==> src/dsw_cfg.svh <==
// Bit positions, widths and reset values of the drive status word packer.
// Included by the package and the packer; definitions only.
`ifndef DSW_CFG_SVH
`define DSW_CFG_SVH

`define DSW_WORD_W         32
`define DSW_FB_W           16
`define DSW_BIT_READY      0
`define DSW_BIT_RUN_EN     1
`define DSW_BIT_STARTED    2
`define DSW_BIT_MODULATING 3
`define DSW_BIT_STANDSTILL 4
`define DSW_BIT_RISING     5
`define DSW_BIT_FALLING    6
`define DSW_BIT_ON_TARGET  7
`define DSW_BIT_LIMITED    8
`define DSW_BIT_SUPERVISE  9
`define DSW_BIT_REV_REF    10
`define DSW_BIT_REV_ACT    11
`define DSW_BIT_PANEL_LOC  12
`define DSW_BIT_BUS_LOC    13
`define DSW_BIT_LOC_B      14
`define DSW_BIT_FAULT      15
`define DSW_BIT_WARNING    16
`define DSW_BIT_ROT_LOCK   18
`define DSW_BIT_KEY_LOCK   19
`define DSW_BIT_USER_LO    22
`define DSW_USER_W         4
`define DSW_BIT_CMD_GRANT  26
`define DSW_BIT_REF_GRANT  27
`define DSW_RESET_WORD     32'h0000_0000
`define DSW_RESET_FB       16'h0000
`define DSW_RESET_BIT      1'b0

`endif

==> src/dsw_pkg.sv <==
// Types shared by the drive status word packer.
// Assumes dsw_cfg.svh is on the include path.
`include "dsw_cfg.svh"

package dsw_pkg;
    typedef logic [`DSW_WORD_W-1:0] dsw_word_t;
    typedef logic [`DSW_FB_W-1:0]   dsw_fb_word_t;
endpackage : dsw_pkg

==> src/dsw_packer.sv <==
// Drive status word packer for the alternate control profile.
// Assumes all condition inputs are synchronous levels on clock_i.
`timescale 1ns/1ns
`include "dsw_cfg.svh"

module dsw_packer #(
    parameter int USER_W = `DSW_USER_W
) (
    // Clock and reset
    input  wire logic                     clock_i,
    input  wire logic                     srst_i,
    // Drive conditions
    input  wire logic                     ready_i,
    input  wire logic                     run_enable_i,
    input  wire logic                     started_i,
    input  wire logic                     modulating_i,
    input  wire logic                     standstill_i,
    input  wire logic                     speed_rising_i,
    input  wire logic                     speed_falling_i,
    input  wire logic                     on_target_i,
    input  wire logic                     limited_i,
    input  wire logic                     supervision_i,
    input  wire logic                     reverse_ref_i,
    input  wire logic                     reverse_act_i,
    input  wire logic                     panel_local_i,
    input  wire logic                     bus_local_i,
    input  wire logic                     second_location_selected_i,
    input  wire logic                     fault_i,
    input  wire logic                     warning_i,
    input  wire logic                     rotation_change_locked_i,
    input  wire logic                     keypad_mode_locked_i,
    input  wire logic [USER_W-1:0]        user_flags_i,
    input  wire logic                     channel_command_granted_i,
    input  wire logic                     channel_reference_granted_i,
    // Status words
    output logic      [`DSW_WORD_W-1:0]   drive_status_o,
    output logic      [`DSW_FB_W-1:0]     fieldbus_drive_status_o
);

    // One flop per status condition
    logic                  ready_r;
    logic                  run_enable_r;
    logic                  started_r;
    logic                  modulating_r;
    logic                  standstill_r;
    logic                  speed_rising_r;
    logic                  speed_falling_r;
    logic                  on_target_r;
    logic                  limited_r;
    logic                  supervision_r;
    logic                  reverse_ref_r;
    logic                  reverse_act_r;
    logic                  panel_local_r;
    logic                  bus_local_r;
    logic                  second_location_selected_r;
    logic                  fault_r;
    logic                  warning_r;
    logic                  rotation_change_locked_r;
    logic                  keypad_mode_locked_r;
    logic                  channel_command_granted_r;
    logic                  channel_reference_granted_r;
    logic                  user_r [USER_W];
    dsw_pkg::dsw_word_t    status_word;

    // Drive state group

    // Ready to accept a start
    always_ff @(posedge clock_i) begin
        if (srst_i) begin
            ready_r <= `DSW_RESET_BIT;
        end
        else begin
            ready_r <= ready_i;
        end
    end

    // External run enable
    always_ff @(posedge clock_i) begin
        if (srst_i) begin
            run_enable_r <= `DSW_RESET_BIT;
        end
        else begin
            run_enable_r <= run_enable_i;
        end
    end

    // Start command received
    always_ff @(posedge clock_i) begin
        if (srst_i) begin
            started_r <= `DSW_RESET_BIT;
        end
        else begin
            started_r <= started_i;
        end
    end

    // Power stage modulating
    always_ff @(posedge clock_i) begin
        if (srst_i) begin
            modulating_r <= `DSW_RESET_BIT;
        end
        else begin
            modulating_r <= modulating_i;
        end
    end

    // Speed group

    // Zero speed
    always_ff @(posedge clock_i) begin
        if (srst_i) begin
            standstill_r <= `DSW_RESET_BIT;
        end
        else begin
            standstill_r <= standstill_i;
        end
    end

    // Speed rising
    always_ff @(posedge clock_i) begin
        if (srst_i) begin
            speed_rising_r <= `DSW_RESET_BIT;
        end
        else begin
            speed_rising_r <= speed_rising_i;
        end
    end

    // Speed falling
    always_ff @(posedge clock_i) begin
        if (srst_i) begin
            speed_falling_r <= `DSW_RESET_BIT;
        end
        else begin
            speed_falling_r <= speed_falling_i;
        end
    end

    // Setpoint reached
    always_ff @(posedge clock_i) begin
        if (srst_i) begin
            on_target_r <= `DSW_RESET_BIT;
        end
        else begin
            on_target_r <= on_target_i;
        end
    end

    // Operation limited
    always_ff @(posedge clock_i) begin
        if (srst_i) begin
            limited_r <= `DSW_RESET_BIT;
        end
        else begin
            limited_r <= limited_i;
        end
    end

    // Supervision limit exceeded
    always_ff @(posedge clock_i) begin
        if (srst_i) begin
            supervision_r <= `DSW_RESET_BIT;
        end
        else begin
            supervision_r <= supervision_i;
        end
    end

    // Direction group

    // Reference commands reverse
    always_ff @(posedge clock_i) begin
        if (srst_i) begin
            reverse_ref_r <= `DSW_RESET_BIT;
        end
        else begin
            reverse_ref_r <= reverse_ref_i;
        end
    end

    // Motor running reverse
    always_ff @(posedge clock_i) begin
        if (srst_i) begin
            reverse_act_r <= `DSW_RESET_BIT;
        end
        else begin
            reverse_act_r <= reverse_act_i;
        end
    end

    // Control location group

    // Panel or PC tool local
    always_ff @(posedge clock_i) begin
        if (srst_i) begin
            panel_local_r <= `DSW_RESET_BIT;
        end
        else begin
            panel_local_r <= panel_local_i;
        end
    end

    // Fieldbus local
    always_ff @(posedge clock_i) begin
        if (srst_i) begin
            bus_local_r <= `DSW_RESET_BIT;
        end
        else begin
            bus_local_r <= bus_local_i;
        end
    end

    // Second external location
    always_ff @(posedge clock_i) begin
        if (srst_i) begin
            second_location_selected_r <= `DSW_RESET_BIT;
        end
        else begin
            second_location_selected_r <= second_location_selected_i;
        end
    end

    // Fault and warning group

    // Tripped
    always_ff @(posedge clock_i) begin
        if (srst_i) begin
            fault_r <= `DSW_RESET_BIT;
        end
        else begin
            fault_r <= fault_i;
        end
    end

    // Warning active, internal word only
    always_ff @(posedge clock_i) begin
        if (srst_i) begin
            warning_r <= `DSW_RESET_BIT;
        end
        else begin
            warning_r <= warning_i;
        end
    end

    // Lock group

    // Direction change locked
    always_ff @(posedge clock_i) begin
        if (srst_i) begin
            rotation_change_locked_r <= `DSW_RESET_BIT;
        end
        else begin
            rotation_change_locked_r <= rotation_change_locked_i;
        end
    end

    // Local mode locked
    always_ff @(posedge clock_i) begin
        if (srst_i) begin
            keypad_mode_locked_r <= `DSW_RESET_BIT;
        end
        else begin
            keypad_mode_locked_r <= keypad_mode_locked_i;
        end
    end

    // Channel grant group

    // Command granted to this channel
    always_ff @(posedge clock_i) begin
        if (srst_i) begin
            channel_command_granted_r <= `DSW_RESET_BIT;
        end
        else begin
            channel_command_granted_r <= channel_command_granted_i;
        end
    end

    // Reference granted to this channel
    always_ff @(posedge clock_i) begin
        if (srst_i) begin
            channel_reference_granted_r <= `DSW_RESET_BIT;
        end
        else begin
            channel_reference_granted_r <= channel_reference_granted_i;
        end
    end

    // Application flags share one flop template
    for (genvar gi = 0; gi < USER_W; gi++) begin : g_user
        always_ff @(posedge clock_i) begin
            if (srst_i) begin
                user_r[gi] <= `DSW_RESET_BIT;
            end
            else begin
                user_r[gi] <= user_flags_i[gi];
            end
        end
    end

    // Wiring only, no gates: both words come from the same flops
    // Reserved bits start at zero and are never written
    always_comb begin
        status_word                              = `DSW_RESET_WORD;
        status_word[`DSW_BIT_READY]              = ready_r;
        status_word[`DSW_BIT_RUN_EN]             = run_enable_r;
        status_word[`DSW_BIT_STARTED]            = started_r;
        status_word[`DSW_BIT_MODULATING]         = modulating_r;
        status_word[`DSW_BIT_STANDSTILL]         = standstill_r;
        status_word[`DSW_BIT_RISING]             = speed_rising_r;
        status_word[`DSW_BIT_FALLING]            = speed_falling_r;
        status_word[`DSW_BIT_ON_TARGET]          = on_target_r;
        status_word[`DSW_BIT_LIMITED]            = limited_r;
        status_word[`DSW_BIT_SUPERVISE]          = supervision_r;
        status_word[`DSW_BIT_REV_REF]            = reverse_ref_r;
        status_word[`DSW_BIT_REV_ACT]            = reverse_act_r;
        status_word[`DSW_BIT_PANEL_LOC]          = panel_local_r;
        status_word[`DSW_BIT_BUS_LOC]            = bus_local_r;
        status_word[`DSW_BIT_LOC_B]              = second_location_selected_r;
        status_word[`DSW_BIT_FAULT]              = fault_r;
        status_word[`DSW_BIT_WARNING]            = warning_r;
        status_word[`DSW_BIT_ROT_LOCK]           = rotation_change_locked_r;
        status_word[`DSW_BIT_KEY_LOCK]           = keypad_mode_locked_r;
        for (int i = 0; i < USER_W; i++) begin
            status_word[`DSW_BIT_USER_LO + i]    = user_r[i];
        end
        status_word[`DSW_BIT_CMD_GRANT]          = channel_command_granted_r;
        status_word[`DSW_BIT_REF_GRANT]          = channel_reference_granted_r;
    end

    // Low half taken as is, so the fieldbus word never lags the internal one
    assign drive_status_o          = status_word;
    assign fieldbus_drive_status_o = status_word[`DSW_FB_W-1:0];

endmodule : dsw_packer

==> config.mk <==
export PLATFORM = sky130hd
export DESIGN_NAME = dsw_packer
export DESIGN_NICKNAME = d
export VERILOG_FILES = /design/src/dsw_pkg.sv /design/src/dsw_packer.sv
export VERILOG_INCLUDE_DIRS = /design/src /design/src/src
export SDC_FILE = /design/constraint.sdc
export NUM_CORES = 1
export LEC_CHECK = 0
export BUFFER_PORTS_ARGS = -buffer_cell sky130_fd_sc_hd__clkbuf_2
export CORE_ASPECT_RATIO = 1.4
export CORE_MARGIN = 2
export CORE_UTILIZATION = 39
export CTS_CLUSTER_SIZE = 25
export DETAILED_ROUTE_END_ITERATION = 8
export PLACE_DENSITY = 0.77
export SLEW_MARGIN = 5
export SYNTH_ARGS = -nofsm -noshare
export SYNTH_HDL_FRONTEND = slang
export SYNTH_SLANG_ARGS = --single-unit
==> constraint.sdc <==
create_clock -name clock_i -period 0.8 [get_ports clock_i]
set_clock_uncertainty 0.15 [all_clocks]
set_input_delay 0.12 -clock clock_i [delete_from_list [all_inputs] [get_ports clock_i]]
set_output_delay 0.12 -clock clock_i [all_outputs]
set_load 0.005 [all_outputs]
==> flow_metrics.tcl <==
set metrics [dict create \
    path_buf_inv 1 \
    grt_pass1_wl_mm 2.60 \
    crit_start "on_target_r$_SDFF_PP0_" \
    power.internal_uw 1770 \
    switching_share_pct 21.5 \
    final_cell_mix "clkbuf_2, nor2b_1, dfxtp_2" \
    dp_hpwl_mm 1.25 \
    path_clk_slew_ns 0.13 \
    netlist_area_um2 1040 \
    finalNetCount 177 \
    maxSlewViolCount 0 \
    yosysSeqAreaShare_pct 48.3 \
    grtUsageTotal_pct 12.1 \
    num_io_pins 75 \
    syn_inst 101 \
    root_buffer "clkbuf_4" \
    num_vias 686 \
    ys_ff_latch 25 \
    critPathArrivalTime_ns 0.77 \
    regMostFlops "user_r" \
    die_h_um 65.0 \
    slowest_delay_ns 0.36 \
    antenna_found_initial 0 \
    crit_slowest_cell "dfxtp_2" \
    syn_avg_cell_area_um2 10.3 \
    avgViaCountPerCell 3.71 \
    drive_gt1_share_pct 63.8 \
    layout_commonest_cell "clkbuf_2" \
    p_leak_uw 0.000739 \
    dpl_cell_area_um2 1100 \
    gp_congestion 0.587 \
    clk_path_buf_depth 2 \
    combPwrFrac_pct 16.4 \
    violations "negative hold slack, negative setup slack" \
    die-area_um2 3090 \
    cp.required_ns 0.53 \
    finalCritPeriodShare_pct 129 \
    power_density_nw_per_um2 1590 \
    design_area_um2 1410 \
    post-place-cells 162 \
    cts_made_buffers 3 \
    setup.worst_path.end_class "primary output" \
    cp_max_fo 2 \
    antenna_cells 0 \
    final.setup.tns_ns -8.93 \
    fmax_mhz 965 \
    peakVddDrop_uv 861 \
    hold_class "in -> reg" \
    largest_reg_flops 4 \
    cp-start-kind "flip-flop" \
    status "finished with violations" \
    start_util_pct 40.1 \
    post_cts_buffers 0 \
    htreeDepth 1 \
    ys.warnings.count 0 \
    power_frac_seq_pct 60.1 \
    coreArea_um2 2590 \
    worstSetupPathType "reg -> out" \
    crit_chain "clkbuf_2" \
    hold_violations 5 \
    cts_tree "done" \
    wl_per_cell_um 9.72 \
    clock-sinks 25 \
    drc_errors 0 \
    grt_pass1_vias 663 \
    std_cell_rows 22 \
    period_minus_slack_ns 1.04 \
    final_cells 185 \
    die_w_um 47.6 \
    drtPass1Iterations 3 \
    rsz0062_at_grt "true" \
    port_buffers 67 \
    clockPowerShare_pct 23.5 \
    finalPower_uw 2250 \
    ant_nets 0 \
    power.switching_uw 483 \
    grt_max_degree 15 \
    drt_wl_total_mm 1.80 \
    holdWs_ns -0.131 \
    path_delay_family "flip-flops" \
    setup_viol 48 \
    cap_violations 0 \
    ys_types 5 \
    syn2layout_area_growth_pct 36.1 \
    timing.final.ws_setup_ns -0.236 \
    drt-initial-drc-count 2 \
    hold_start "reverse_act_i" \
    grt_overflow 0 \
]
## power by group through the flow
stage          sequential [µW]  combinational [µW]  clock (µW)
3_3_place_gp              1360                 266           0
6_report                  1350                 369         528
4_1_cts                   1350                 358         548
3_5_place_dp              1370                 271           0
2_1_floorplan             1360                 253           0
5_1_grt                   1360                 411         615
## what timing repair did
action	in CTS	in global routing
endpoints found under the setup margin	41	50
hold buffers	23	2
gates resized for setup	17	28
hold endpoints to repair	25	7
gates cloned	0	0
## final cells by class
class                           count  area, µm²
Multi-Input combinational cell     32        191
Tap cell                           36       45.0
Fill cell                         257       1180
Clock buffer                        4       26.3
Sequential cell                    25        527
Timing Repair Buffer               88        622
## cells by family after synthesis
kind of cell | share of synthesized area [%]
DFF | 48.3
buffers and inverters | 36.2
other | 0.362
and+or+nand+nor | 15.2
## metrics by stage
stage,util [%],setup slack [ns]
3_3_place_gp,42.7,0.0732
2_1_floorplan,-,0.122
3_5_place_dp,42.7,0.0468
6_report,54.5,-0.236
5_1_grt,54.5,-0.293
4_1_cts,53.4,-0.241
## routing by layer
metal / vias up / global-route usage (%) / part of all wire, %
met4: 0 / 7.09 / 1.5
li1: 343 / - / -
met3: 2 / 1.67 / 7.8
met1: 300 / 9.78 / 30
met5: - / 0 / 0
met2: 41 / 24.0 / 60
## cells in the mapped netlist
cell type	instances	area share [%]
and2b_1	1	0.72
buf_4	50	36
conb_1	1	0.36
dfxtp_1	25	48
nor2b_1	24	14
## worst paths after layout
path / to / slack (ns) / depth (start not counted)
worst max-delay path: fieldbus_drive_status_o[7] / -0.24 / 1
worst min-delay path: reverse_act_r$_SDFF_PP0_ / -0.13 / 2
No activity file was read; power rests on OpenSTA's default activity.
